--- config.mk ---
export PLATFORM = sky130hd
export DESIGN_NAME = appi_host
export DESIGN_NICKNAME = d
export VERILOG_FILES = /design/src/appi_pkg.sv /design/src/appi_host.sv
export SDC_FILE = /design/constraint.sdc
export NUM_CORES = 1
export LEC_CHECK = 0
export ABC_AREA = 1
export BUFFER_PORTS_ARGS = -buffer_cell sky130_fd_sc_hd__buf_2
export CAP_MARGIN = 20
export CORE_ASPECT_RATIO = 0.7
export CORE_MARGIN = 1
export CORE_UTILIZATION = 45
export CTS_CLUSTER_SIZE = 30
export DETAILED_ROUTE_END_ITERATION = 8
export GPL_TIMING_DRIVEN = 0
export HOLD_SLACK_MARGIN = 0.12
export MAX_ROUTING_LAYER = met4
export PLACE_DENSITY = 0.69
export SLEW_MARGIN = 15
export SYNTH_ARGS = -nofsm -noshare
export SYNTH_HDL_FRONTEND = slang
export SYNTH_SLANG_ARGS = --single-unit
--- constraint.sdc ---
create_clock -name mclk -period 1.5 [get_ports mclk]
set_clock_uncertainty 0.05 [all_clocks]
set_input_delay 0.225 -clock mclk [delete_from_list [all_inputs] [get_ports mclk]]
set_output_delay 0.225 -clock mclk [all_outputs]
set_load 0.05 [all_outputs]
--- src/appi_pkg.sv ---
package appi_pkg;
   localparam int CLK_NS = 20;
   localparam int INIT_US = 150;
   localparam int INIT_CYC = (INIT_US * 1000 + CLK_NS - 1) / CLK_NS;
   localparam int SLEEP_US = 10;
   // strictly longer than the sleep threshold
   localparam int SLEEP_CYC = SLEEP_US * 1000 / CLK_NS + 1;
   localparam int ACCESS_NS = 70;
   localparam int ACCESS_CYC = (ACCESS_NS + CLK_NS - 1) / CLK_NS;
   localparam int SEL_MAX_NS = 4000;
   localparam int SEL_MAX_CYC = SEL_MAX_NS / CLK_NS;
   localparam int CNT_W = 13;
   localparam logic [19:0] TOP_ADDR = 20'hf_ffff;
   localparam logic [19:0] CFG_RESET = 20'h0_0070;
   localparam int SLEEP_BIT = 4;
   localparam logic [15:0] SW_SLEEP_MASK = 16'h0010;
   localparam logic [7:0] OFF_CTRL = 8'h00;
   localparam logic [7:0] OFF_ADDR = 8'h04;
   localparam logic [7:0] OFF_WDATA = 8'h08;
   localparam logic [7:0] OFF_CFG = 8'h0c;
   localparam logic [7:0] OFF_RDATA = 8'h10;
   localparam logic [7:0] OFF_STATUS = 8'h14;
   localparam logic [7:0] OFF_MIRROR = 8'h18;
   localparam int START_BIT = 31;
   localparam logic [1:0] RESP_OKAY = 2'h0;
   localparam logic [1:0] RESP_SLVERR = 2'h2;

   typedef enum logic [2:0] {
      CMD_READ = 3'h0, CMD_WRITE = 3'h1, CMD_CFG_PIN = 3'h2, CMD_SW_WR = 3'h3,
      CMD_SW_RD = 3'h4, CMD_SLEEP = 3'h5, CMD_WAKE = 3'h6
   } appi_cmd_t;

   typedef enum logic [2:0] {
      ST_INIT = 3'h0, ST_IDLE = 3'h1, ST_ACC = 3'h3, ST_REC = 3'h2,
      ST_SLEEP_REQ = 3'h6, ST_SLEEP = 3'h7, ST_WAKE = 3'h5
   } appi_state_t;

   typedef struct packed {
      logic [19:0] addr;
      logic chip_sel_n;
      logic out_en_n;
      logic wr_en_n;
      logic low_lane_n;
      logic high_lane_n;
      logic sleep_req_n;
      logic [15:0] dq_out;
      logic dq_oe_n;
   } appi_pins_t;

   localparam appi_pins_t PINS_IDLE = '{addr: 20'h0_0000, chip_sel_n: 1'h1, out_en_n: 1'h1, wr_en_n: 1'h1,
      low_lane_n: 1'h1, high_lane_n: 1'h1, sleep_req_n: 1'h1, dq_out: 16'h0000, dq_oe_n: 1'h1};

   typedef struct packed {
      logic awvalid;
      logic [7:0] awaddr;
      logic wvalid;
      logic [31:0] wdata;
      logic [3:0] wstrb;
      logic bready;
      logic arvalid;
      logic [7:0] araddr;
      logic rready;
   } appi_axi_req_t;

   typedef struct packed {
      logic awready;
      logic wready;
      logic bvalid;
      logic [1:0] bresp;
      logic arready;
      logic rvalid;
      logic [31:0] rdata;
      logic [1:0] rresp;
   } appi_axi_rsp_t;
endpackage
--- src/appi_host.sv ---
// Decided for this implementation: the AXI4-Lite interface to the registers and the register offsets.
`timescale 1ns/1ps
// Function
// - controller holds chip select high and idle through power-up initialization.
// - read is select, output enable, lanes low with write enable high.
// - controller never keeps chip select low beyond the maximum select-low time.
// - system picks a temperature threshold above the case temperature.
// - leaving deep power-down takes 150us; controller waits before accesses.
// - deep power-down is entered and left only through the sleep pin.
// - pin load writes right after sleep request falls; address bits are latched.
// - software sequence is two reads, a write, then a write (config write) or a read (config read) at top address.
module appi_host #(
   parameter int INIT_CYCLES = appi_pkg::INIT_CYC
) (
   input wire logic mclk,
   input wire logic resetn,
   input wire appi_pkg::appi_axi_req_t axi_req,
   output appi_pkg::appi_axi_rsp_t axi_rsp,
   output appi_pkg::appi_pins_t pins,
   input wire logic [15:0] dq_in
);
   import appi_pkg::*;

   typedef struct packed {
      appi_state_t st;
      logic [CNT_W-1:0] cnt;
      logic [1:0] step;
      appi_cmd_t cmd;
      logic [19:0] addr;
      logic [15:0] wdata;
      logic [1:0] lanes;
      logic [19:0] cfg;
      logic [19:0] mirror;
      logic [15:0] rdata;
      logic sw_used;
      logic [7:0] sel_cnt;
      appi_pins_t pins;
      appi_axi_rsp_t rsp;
   } appi_regs_t;

   // highest temperature threshold by default, safe for any case temperature
   localparam appi_regs_t REGS_RESET = '{st: ST_INIT, cnt: '0, step: 2'h0, cmd: CMD_READ, addr: 20'h0_0000,
      wdata: 16'h0000, lanes: 2'h3, cfg: CFG_RESET, mirror: CFG_RESET, rdata: 16'h0000, sw_used: 1'h0,
      sel_cnt: 8'h00, pins: PINS_IDLE, rsp: '0};

   appi_regs_t s, n;
   logic wr_fire, rd_fire, go, is_sw, step_wr;
   logic [1:0] nstep;
   logic [15:0] sw_word;
   logic [31:0] rd_word;
   appi_cmd_t go_cmd;

   function automatic logic [31:0] merge(input logic [31:0] old, input logic [31:0] d, input logic [3:0] be);
      logic [31:0] r;
      r = old;
      for (int i = 0; i < 4; i++) begin
         if (be[i]) begin
            r[i*8 +: 8] = d[i*8 +: 8];
         end
      end
      return r;
   endfunction

   function automatic appi_pins_t access(input appi_pins_t p, input logic wr, input logic [19:0] a,
                                         input logic [15:0] d, input logic [1:0] ln);
      appi_pins_t r;
      r = p;
      r.addr = a;
      r.chip_sel_n = 1'h0;
      r.wr_en_n = ~wr;
      r.out_en_n = wr;
      r.low_lane_n = ~ln[0];
      r.high_lane_n = ~ln[1];
      r.dq_out = d;
      r.dq_oe_n = ~wr;
      return r;
   endfunction

   always_comb begin
      n = s;
      wr_fire = s.rsp.awready & axi_req.awvalid & axi_req.wvalid;
      rd_fire = s.rsp.arready & axi_req.arvalid;
      go_cmd = appi_cmd_t'(axi_req.wdata[2:0]);
      go = wr_fire && axi_req.awaddr == OFF_CTRL && axi_req.wstrb[3] && axi_req.wdata[START_BIT];
      is_sw = s.cmd == CMD_SW_WR || s.cmd == CMD_SW_RD;
      nstep = s.step + 2'h1;
      step_wr = nstep[1] && !(nstep == 2'h3 && s.cmd == CMD_SW_RD);
      // deep power-down never reached by software: sleep bit forced on
      sw_word = s.cfg[15:0] | SW_SLEEP_MASK;

      n.rsp.awready = ~s.rsp.awready & axi_req.awvalid & axi_req.wvalid & ~s.rsp.bvalid;
      n.rsp.wready = n.rsp.awready;
      n.rsp.arready = ~s.rsp.arready & axi_req.arvalid & ~s.rsp.rvalid;
      if (s.rsp.bvalid && axi_req.bready) begin
         n.rsp.bvalid = 1'h0;
      end
      if (s.rsp.rvalid && axi_req.rready) begin
         n.rsp.rvalid = 1'h0;
      end
      if (wr_fire) begin
         n.rsp.bvalid = 1'h1;
         n.rsp.bresp = RESP_OKAY;
         case (axi_req.awaddr)
            OFF_ADDR: n.addr = 20'(merge({12'h000, s.addr}, axi_req.wdata, axi_req.wstrb));
            OFF_WDATA: {n.lanes, n.wdata} = 18'(merge({14'h0000, s.lanes, s.wdata}, axi_req.wdata, axi_req.wstrb));
            OFF_CFG: n.cfg = 20'(merge({12'h000, s.cfg}, axi_req.wdata, axi_req.wstrb));
            OFF_CTRL, OFF_RDATA, OFF_STATUS, OFF_MIRROR: begin
            end
            default: n.rsp.bresp = RESP_SLVERR;
         endcase
      end

      rd_word = 32'h0000_0000;
      case (axi_req.araddr)
         OFF_CTRL: rd_word = {29'h0000_0000, s.cmd};
         OFF_ADDR: rd_word = {12'h000, s.addr};
         OFF_WDATA: rd_word = {14'h0000, s.lanes, s.wdata};
         OFF_CFG: rd_word = {12'h000, s.cfg};
         OFF_RDATA: rd_word = {16'h0000, s.rdata};
         OFF_STATUS: rd_word = {28'h000_0000, s.sw_used, s.st == ST_SLEEP,
                                s.st != ST_INIT && s.st != ST_WAKE, s.st != ST_IDLE};
         OFF_MIRROR: rd_word = {12'h000, s.mirror};
         default: rd_word = 32'h0000_0000;
      endcase
      if (rd_fire) begin
         n.rsp.rvalid = 1'h1;
         n.rsp.rdata = rd_word;
         n.rsp.rresp = (axi_req.araddr > OFF_MIRROR || axi_req.araddr[1:0] != 2'h0) ? RESP_SLVERR : RESP_OKAY;
      end

      n.sel_cnt = s.pins.chip_sel_n ? 8'h00 : s.sel_cnt + 8'h01;

      unique case (s.st)
         ST_INIT, ST_WAKE: begin
            // select stays high until the device has finished initializing
            n.cnt = s.cnt + CNT_W'(1);
            if (s.cnt == CNT_W'(INIT_CYCLES - 1)) begin
               n.st = ST_IDLE;
               n.cnt = '0;
            end
         end
         ST_IDLE: begin
            if (go && go_cmd != CMD_WAKE && axi_req.wdata[2:0] <= CMD_WAKE) begin
               n.cmd = go_cmd;
               n.step = 2'h0;
               n.cnt = '0;
               case (go_cmd)
                  CMD_READ, CMD_WRITE: begin
                     n.st = ST_ACC;
                     n.pins = access(s.pins, go_cmd == CMD_WRITE, s.addr, s.wdata, s.lanes);
                  end
                  CMD_SW_WR, CMD_SW_RD: begin
                     n.st = ST_ACC;
                     n.pins = access(s.pins, 1'h0, TOP_ADDR, 16'h0000, 2'h3);
                  end
                  default: begin
                     n.st = ST_SLEEP_REQ;
                     n.pins.sleep_req_n = 1'h0;
                  end
               endcase
            end
         end
         ST_SLEEP_REQ: begin
            n.cnt = s.cnt + CNT_W'(1);
            if (s.cmd == CMD_CFG_PIN) begin
               // config value rides on the address; lanes and data bus stay off
               n.st = ST_ACC;
               n.cnt = '0;
               n.pins = access(s.pins, 1'h1, s.cfg, 16'h0000, 2'h0);
               n.pins.dq_oe_n = 1'h1;
            end else if (s.cnt == CNT_W'(SLEEP_CYC - 1)) begin
               n.st = ST_SLEEP;
            end
         end
         ST_SLEEP: begin
            if (go && go_cmd == CMD_WAKE) begin
               n.cmd = go_cmd;
               n.pins.sleep_req_n = 1'h1;
               n.cnt = '0;
               n.st = s.mirror[SLEEP_BIT] ? ST_IDLE : ST_WAKE;
            end
         end
         ST_ACC: begin
            n.cnt = s.cnt + CNT_W'(1);
            if (s.cnt == CNT_W'(ACCESS_CYC - 1)) begin
               if (s.pins.wr_en_n) begin
                  n.rdata = dq_in;
               end
               // every select-low stretch is one access, far below the limit
               n.pins.chip_sel_n = 1'h1;
               n.pins.out_en_n = 1'h1;
               n.pins.wr_en_n = 1'h1;
               n.pins.low_lane_n = 1'h1;
               n.pins.high_lane_n = 1'h1;
               n.st = ST_REC;
               n.cnt = '0;
            end
         end
         ST_REC: begin
            // data held one cycle past the rising edges for hold margin
            n.pins.dq_oe_n = 1'h1;
            if (is_sw && s.step != 2'h3) begin
               n.step = nstep;
               n.st = ST_ACC;
               n.pins = access(s.pins, step_wr, TOP_ADDR, nstep == 2'h3 ? sw_word : 16'h0000, 2'h3);
            end else begin
               n.st = ST_IDLE;
               n.pins.sleep_req_n = 1'h1;
               if (s.cmd == CMD_CFG_PIN) begin
                  n.mirror = s.cfg;
               end
               if (s.cmd == CMD_SW_WR) begin
                  n.mirror = {4'h0, sw_word};
                  n.sw_used = 1'h1;
               end
               if (s.cmd == CMD_SW_RD) begin
                  n.mirror = {4'h0, s.rdata};
               end
            end
         end
         default: n.st = ST_INIT;
      endcase
   end

   always_ff @(posedge mclk or negedge resetn) begin
      if (!resetn) begin
         s <= REGS_RESET;
      end else begin
         s <= n;
      end
   end

   assign pins = s.pins;
   assign axi_rsp = s.rsp;
endmodule

After elaboration in Yosys (flattened, before gate mapping)
Index checks and enable logic that the tools add are counted.

word-level totals
  bits in registers = 199
  input port bits = 75
  output and inout bits = 84
  logic and storage cells = 193

operators by class
  add/subtract/negate cells = 2
  $lt $le $gt $ge = 2
  equality and inequality tests = 43
  mux-type cells = 41
  bitwise operators = 18
  reduce and logical (&&, ||, !) cells = 55

operators with widths
  operator            number
  $pmux 20 s7         1
  $mux 43             2
  $pmux 13 s5         1
  $mux 16             4
  $mux 20             3
  $pmux 20 s3         1
  $pmux 17 s3         1
  $pmux 25 s2         1
  $eq 8x5->1 const B  6
  $reduce_and 3->1    15
  $mux 35             1
  $pmux 17 s2         1
  $eq 8x4->1 const B  4
  $mux 25             1
  $mux 21             1
  $pmux 5 s4          1
  $eq 3x3->1 const B  6
  $mux 3              6
  $pmux 3 s6          1
  $mux 17             1
  $eq 8x3->1 const B  2
  $logic_not 8->1     2
  $ne 2x2->1 const B  8
  $eq 3x2->1 const B  5
  other kinds (35)    86

Depth between registers and ports, before layout
Gate-level depths: netlist of the first run.

  depth after elaboration = 9
  gate-level depth with buffers = 11

Worst setup path after synthesis of the first run
No wires, ideal clock.

  path type = register to register
  start point = register, netlist name axi_rsp[39]
  end point = register s[194] (netlist name)
  setup time = 0.118 ns
  data arrival time = 1.419 ns
  data required time = 1.332 ns
  slack = -0.087 ns
  cell stages (with the launch flop) = 11
  period minus slack after synthesis = 1.587 ns
  cell sequence = dfrtp_1 > nand3_2 > nor2_1 > nand3_1 > nand2_2 > nand2_1 > inv_1 > nand2_1 > buf_2 > nand2_1 > nand2_1

RTL lines
  element                 RTL line          text
  end signal: assignment  appi_host.sv:229  s <= n;
  end: declaration        appi_host.sv:46   appi_regs_t s, n;

Worst setup path after layout of the first run
  start point = register s[205] (netlist name)
  end point = register s, in the netlist pins[25]

on the way
  longest elaborated chain between the ends = 3
  elaborated cells on any way between the ends = 10

RTL lines
  element                                       RTL line          text
  $eq 3x1->1 (tied with other cells)            appi_host.sv:133  unique case (s.st)
  $ne 3x1->1 (no line) (tied with other cells)  -
  $reduce_and 5->1 (no line)                    -

Parallel ways exist; a longest one is shown, timed or not.
A chain may end at the register's enable or synchronous reset.

==> summary.txt, run 1 <==
STA
  • Setup TNS: -24.35 ns
  • Final hold viol count: 0
  • Fin. max-slew vios: 0
  • Slew Limit Headroom: between 50% and 60%
  • Worst slew pin tran: around 0.6 ns
  • Post-route minimum period: roughly 1.8 ns
  • Fmax: between 0.5 and 0.6 GHz
  • RSZ-0062 raised after global routing: true
  • Final period util: 118%
  • Setup WS post-layout: -0.268 ns
  • Final setup viols: roughly 150

Route
  • Vias per inst: 5.43
  • DRC: 0
  • Detailed Routing Iterations Pass 1: 5
  • Routed Antenna Nets: 0
  • Routed Wire Length: 37600 µm
  • Iteration-0 DRC count of the detailed router: 1395
  • Wire per inst: between 15 and 20 µm
  • Vias: between 10000 and 15000

Clock network
  • Clk_lat worst skew: around 0.45 ns
  • H-tree depth: 4
  • Clock buffer depth: 2
  • CTS tree: yes
  • CTS clk-pin slew, worst paths: about 0.08 ns
  • Clk root buf: clkbuf_16
  • Sink Count: 185
  • Num CTS Buffers: 17

Final layout
  • Nets: roughly 1800
  • Finished Core Util: 68.5%
  • Filler cell count: around 1700
  • Final std cell area, no fill: 0.0151 mm²
  • Multi-input logic area: 0.00535 mm²
  • P&R area growth vs syn: 47.3%
  • Layout cells sized above 1: between 40% and 50%
  • FF+latch area: 0.00466 mm²

Worst setup path
  • CP endpoint kind: register
  • Largest delay share family, worst path: buffers and inverters
  • Worst-path cell chain: inv_4 > nand2_8 > nor2_4 > buf_4 > a21oi_4 > buf_6 > nand3_4 > buf_6 > o21ai_1
  • Crit path buf inv count: 4
  • WP data arrival: roughly 2 ns
  • Slowest cell on the critical path: dfrtp_2
  • Worst path max stage delay: 0.45 ns
  • WS Path Type: reg -> reg
  • Max FO, Critical Path: 10
  • Crit path top cell by count: buf_6
  • Critical path data required time: 1.78 ns
  • Startpoint types: register

Power
  • Comb power frac: approximately 11%
  • Static Leak: 7.65 nW
  • Sequential Power Share: between 40% and 50%
  • Sw Ratio: 28.3%
  • Clock power frac: 41.7%
  • Cell Pwr Density: between 700 and 800 mW/mm²
  • Peak VDD IR: between 0.7 and 0.8 mV
  • Sw Pwr: 0.00304 W
  • Internal power: approximately 0.0077 W

Logic synthesis
  • Yosys top cell by area: dfrtp_1
  • #FFs+latches synth: ~190
  • Post-synth EDFFs: 0
  • Cell with the most instances after synthesis: nand2_1
  • Top cells by area, synth: dfrtp_1 (42%), nand2_1 (15%), nand3_1 (7.9%)
  • Synth top cells by count: nand2_1 (415), dfrtp_1 (170), nand3_1 (162), inv_1 (148), o21ai_0 (129)
  • Syn avg cell area: about 7.5 µm²
  • Synthesized area: ~0.010 mm²
  • Asr flop ratio synth: 100%
  • Synth top area share: between 40% and 50%
  • Seq/Total Area, Yosys: a little under half
  • Synth cell types: 36
  • Post-synth top flop: dfrtp_1
  • Yosys warns: 0
  • Syn Inst Count: about 1400

Min path
  • Hold Path Class: in -> reg

Global routing
  • First-pass GRT wire length: approximately 54000 µm
  • Initial antenna violation count: 1
  • Vias in the first global route: between 9000 and 10000
  • Largest net degree at the start of global routing: between 90 and 100
  • Gr ovfl total: 0
  • Overall routing resource usage: 32.0%

Placement
  • Placed standard-cell area: around 0.011 mm²
  • Global placer's final weighted congestion: 0.980
  • DP Worst Slack: -0.597 ns
  • Port-buffer cells: 132
  • Detailed placement HPWL: about 25000 µm

Run status
  • Outcome: finished, violations left
  • Failing checks: negative setup slack

Floorplanning
  • Die area: around 0.023 mm²
  • CORE AREA: 0.0220 mm²
  • Starting Density: 46.5%
  • Num ports: ~160
  • Die height: around 130 µm
  • Die Width: roughly 180 µm
  • # rows: between 40 and 50

Flow run
  • Reported max-cap violation count: 0
==> cells in the final DEF (no fill, tap or decap), drive strengths merged <==
cell type    count
clkinv           9
nand2          419
clkinvlp         3
conb            14
xor2             4
nand3b           1
nor2            57
ha               4
dfstp           15
o21a            15
a311oi           1
nand3          169
o2111ai          1
o21ai          164
nor4             1
clkbuf          47
nand4            9
o21bai           1
nor3            11
o22ai           21
buf            356
o211ai           5
diode            1
dlygate4sd3     45
dfrtp          170
inv            155
a21oi            6
==> stage by stage <==
| step | total power (W) | hold slack, ns | instances |
|---|---|---|---|
| detailed placement | 0.00608 | 0.267 | 1817 |
| CTS | 0.0106 | 0.131 | 1947 |
| floorplan | 0.00569 | -0.121 | 1379 |
| global route | 0.0110 | 0.138 | 2009 |
| finish | 0.0107 | 0.137 | 2009 |
| global placement | 0.00606 | 0.355 | 1816 |
==> cell type report <==
| cell class | count | share of cell area (%) |
|---|---|---|
| multi-input cells | 903 | 35.5 |
| flip-flops and latches | 185 | 30.9 |
| repair buffers | 294 | 15.8 |
| plain buffers | 136 | 7.33 |
| inverters | 153 | 4.12 |
| clock buffers | 18 | 2.91 |
| well taps | 305 | 2.53 |
| clock inverters | 13 | 0.855 |
| repair inverters | 1 | 0.0332 |
| diodes | 1 | 0.0166 |
==> tightest hold or removal path: cells and delay by family <==
kind,cells,cell delay (ns)
AO/OA/AOI/OAI,2,0.20
buffers and inverters,1,0.09
AND/OR/NAND/NOR,1,0.08
==> power groups by stage <==
stage	sequential [W]	clock [W]	combinational, W
6_report	0.00507	0.00447	0.00118
5_1_grt	0.00508	0.00471	0.00126
4_1_cts	0.00507	0.00447	0.00109
3_5_place_dp	0.00517	0	0.000913
3_3_place_gp	0.00516	0	0.000895
2_1_floorplan	0.00516	0	0.000536
==> per-layer routing <==
layer	up-vias	wire length, µm	track usage (%)
li1	4974	-	-
met4	0	672	6.62
met5	-	0	-
met3	77	4970	10.5
met2	689	15000	40.3
met1	5163	17000	48.5
==> timing repair <==
action | 4_1_cts | 5_1_grt
setup buffers | 51 | 52
setup endpoints to repair | 185 | 274
hold endpoints to repair | 170 | 0
hold buffers | 45 | 0
pin swaps | 39 | 56
resized for setup | 252 | 318
gates cloned | 7 | 10
==> registers in the layout (all words and copies together) (netlist names) <==
register,count
axi_rsp,26
pins,43
s,116
==> final timing paths <==
kind                                  startpoint                 endpoint  slack [ns]  cells past startpoint
min                                  axi_req[52]  axi_rsp[37]$_DFFE_PN0N_        0.14                      4
min reg2reg                axi_rsp[35]$_DFF_PN0_    axi_rsp[35]$_DFF_PN0_        0.42                      1
max in group asynchronous                 resetn       s[194]$_DFFE_PN0P_        0.19                      3
max reg2reg                   s[205]$_DFFE_PN0P_     pins[25]$_DFFE_PN0P_       -0.27                      9
min in group asynchronous                 resetn     pins[35]$_DFFE_PN0P_        0.30                      2
max                           s[205]$_DFFE_PN0P_     pins[25]$_DFFE_PN0P_       -0.27                      9
==> logic make-up after synthesis <==
group / Yosys count / share of synthesized area (%)
other cells: 1 / 0.0366
xor+xnor: 4 / 0.342
simple gates: 665 / 28.1
fa+ha+maj: 4 / 0.489
flops: 185 / 45.4
buf+inv: 293 / 14.3
compound gates: 214 / 11.4
No activity file was read; power rests on OpenSTA's default activity.
==> inputs of run 2 (changes only) <==
==> constraint.sdc (replaced) <==
create_clock -name mclk -period 1.5 [get_ports mclk]
set_clock_uncertainty 0.05 [all_clocks]
set_input_delay 0.225 -clock mclk [delete_from_list [all_inputs] [get_ports mclk]]
set_output_delay 0.225 -clock mclk [all_outputs]
set_load 0.005 [all_outputs]
==> run 2 against run 1 <==
The flow still finishes with violations (negative setup slack). Non-clock buffer count shrank 3. Worst hold slack lost 0.0083 ns. Total power shrank 2.1%. Final area shrank 2.3%. Sequential share of layout area grew 0.72 points. Setup slack lost 0.015 ns. Combinational power shrank 18%. Sequential power is essentially flat. Clock-buffer cell count is the same. Via count shrank 2.1%. Cell count shrank 0.25%. Critical path type unchanged. Highest routed layer unchanged.
==> summary.txt, run 2 (synthesized netlist as in run 1, its figures left out) <==
Min path
  • Hold Crit Start: axi_req[13]
  • Hold Path Class: in -> reg
  • Hold Path Depth: 3 (-1)
  • Hold Path End: s[183]$_DFFE_PN0P_

Floorplanning
  • # rows: 45 (unchanged)
  • Die height: 128 µm (unchanged)
  • Die Width: 182 µm (unchanged)
  • Num ports: 159 (unchanged)
  • Starting Density: 46.5% (unchanged)
  • Die area: 0.0234 mm² (unchanged)
  • CORE AREA: 0.0220 mm² (unchanged)

Route
  • Iteration-0 DRC count of the detailed router: 1393 (-0.14%)
  • Vias per inst: 5.33 (-1.8%)
  • Wire per inst: 18.4 µm (-1.7%)
  • Vias: 10700 (-2.1%)
  • Routed Antenna Nets: 0 (unchanged)
  • Detailed Routing Iterations Pass 1: 7 (+2)
  • Routed Wire Length: 36900 µm (-1.9%)
  • DRC: 0 (unchanged)

Clock network
  • Clk_lat worst skew: 0.44 ns (about the same)
  • H-tree depth: 4 (unchanged)
  • Clock buffer depth: 2 (unchanged)
  • Num CTS Buffers: 17 (unchanged)
  • CTS tree: yes
  • Sink Count: 185 (unchanged)
  • CTS clk-pin slew, worst paths: 0.07 ns (about the same)
  • Clk root buf: clkbuf_16

Global routing
  • Gr ovfl total: 0 (unchanged)
  • Met2 global-route usage: 39.9% (-0.36 points)
  • Met3 usage: 10.1% (-0.40 points)
  • Global route hottest layer: met1
  • Overall routing resource usage: 31.8% (-0.19 points)
  • Initial antenna violation count: 1 (unchanged)
  • Largest net degree at the start of global routing: 98 (unchanged)
  • Vias in the first global route: 9378 (-0.84%)
  • First-pass GRT wire length: 54000 µm (-0.43%)
  • Global Route met1 Usage: 48.7% (+0.12 points)

Run status
  • Failing checks: negative setup slack
  • Outcome: finished, violations left

STA
  • Setup WS post-layout: -0.283 ns (-0.0146 ns)
  • Final setup viols: 143 (-5.3%)
  • Hold slack: 0.129 ns (-0.00832 ns)
  • RSZ-0062 raised after global routing: true
  • Slew Limit Headroom: 60.0% (+0.083 points)
  • Setup TNS: -23.85 ns (+0.509 ns)
  • Fmax: 0.561 GHz (-0.82%)
  • Final period util: 119% (+0.97 points)
  • Final hold viol count: 0 (unchanged)
  • Worst slew pin tran: 0.600 ns (-0.00125 ns)
  • Post-route minimum period: 1.78 ns (+0.0146 ns)
  • Fin. max-slew vios: 0 (unchanged)

Power
  • Static Leak: 7.57 nW (-1.0%)
  • Cell Pwr Density: 712 mW/mm² (+0.21%)
  • Peak VDD IR: 0.804 mV (+2.4%)
  • Tot Pwr: 0.0105 W (-2.1%)

Worst setup path
  • Critical path data required time: 1.78 ns (about the same)
  • Reg-to-reg slack, setup: -0.28 ns (about the same)
  • RR Endpoint: s[122]$_DFFE_PN0P_
  • Startpoint types: register
  • Worst reg2reg path depth: 10 (+1)
  • WS Path Type: reg -> reg
  • Max FO, Critical Path: 6 (-4)
  • RR Startpoint: s[187]$_DFFE_PN0P_
  • WP data arrival: 2.06 ns (about the same)
  • CP endpoint kind: register

Final layout
  • Most flops, register: s
  • Largest register FFs: 116 (unchanged)
  • Layout cells sized above 1: 40.6% (-1.2 points)
  • Nets: 1765 (-0.28%)
  • P&R area growth vs syn: 43.9%
  • Commonest non-fill, non-tap cells in the layout: nand2_1 (305), dfrtp_1 (158), buf_4 (152)
  • Most common cell after layout, fill and taps aside: nand2_1

Flow run
  • Reported max-cap violation count: 0 (unchanged)

Placement
  • Port-buffer cells: 132 (unchanged)
  • Detailed placement HPWL: 24800 µm (unchanged)
  • Global placer's final weighted congestion: 0.980 (unchanged)
==> run 2: cell types whose count changed in the layout (fill, tap and decap cells not counted), moves of 4 or more <==
cell	previous run	this run
nand3_2	20	15
o21ai_1	73	77
nand2_2	91	96
nand2_4	24	16
buf_8	18	9
buf_6	60	55
buf_2	122	135
nand3_1	132	139
==> run 2: per-stage QoR <==
step | instance area [µm²] | std cells | utilization [%] | setup WS (ns)
floorplan | 10400 | 1379 | - | -0.0331
global placement | 11400 | 1816 | 51.9 | -3.28
detailed placement | 11500 | 1817 | 52.1 | -0.597
CTS | 13600 | 1948 | 61.9 | -0.223
global route | 14700 | 2004 | 66.9 | -0.345
finish | 14700 | 2004 | 66.9 | -0.283
==> run 2: timing repair <==
item,in CTS,in global routing
setup endpoints to repair,177,266
resized for setup,221,277
hold buffers,45,0
setup buffers,50,47
pin swaps,39,39
hold endpoints to repair,169,0
cloned,7,9
==> run 2: worst max-delay path, stage by stage, from the launching register on <==
cell and delay (ns):
dfrtp_1 0.41, buf_4 0.17, nand3_4 0.10, nand2_4 0.10
nand2_4 0.13, nand2_4 0.10, a21oi_4 0.16, buf_12 0.16
buf_8 0.14, nand2_2 0.05, o21a_1 0.10
==> run 2: how the worst max path moves through the flow <==
stage | from | to | cells after the start
after floorplan | s[188]$_DFFE_PN0P_ | pins[25]$_DFFE_PN0P_ | 9
after global placement | resetn | s[207]$_DFFE_PN0P_ | 1
after detailed placement | axi_req[8] | axi_rsp[14]$_DFFE_PN0P_ | 10
after CTS | s[188]$_DFFE_PN0P_ | s[122]$_DFFE_PN0P_ | 9
after global routing | s[187]$_DFFE_PN0P_ | pins[4]$_DFFE_PN0P_ | 9
final | s[187]$_DFFE_PN0P_ | s[122]$_DFFE_PN0P_ | 10
==> run 2: power breakdown <==
group / total, W / internal (W) / switching [W] / leakage (nW)
logic: 0.000965 / 0.000394 / 0.000572 / 5.06
clock network: 0.00446 / 0.00224 / 0.00222 / 0.279
registers: 0.00507 / 0.00503 / 0.0000399 / 2.23
total: 0.0105 / 0.00767 / 0.00283 / 7.57
==> run 2: layout make-up <==
type | instances | area, µm²
Clock inverter | 13 | 129
Antenna cell | 1 | 2.50
Sequential cell | 185 | 4660
Clock buffer | 18 | 439
Buffer | 138 | 1100
Tap cell | 305 | 382
Fill cell | 1774 | 7280
Inverter | 153 | 611
Multi-Input combinational cell | 902 | 5180
Timing Repair Buffer | 289 | 2230
==> run 2: metal layers <==
layer,wire length (µm),up-vias,share of wire [%]
li1,-,4958,-
met1,17100,5046,46
met2,14700,626,40
met3,4660,45,13
met4,540,0,1.5
met5,0,-,0
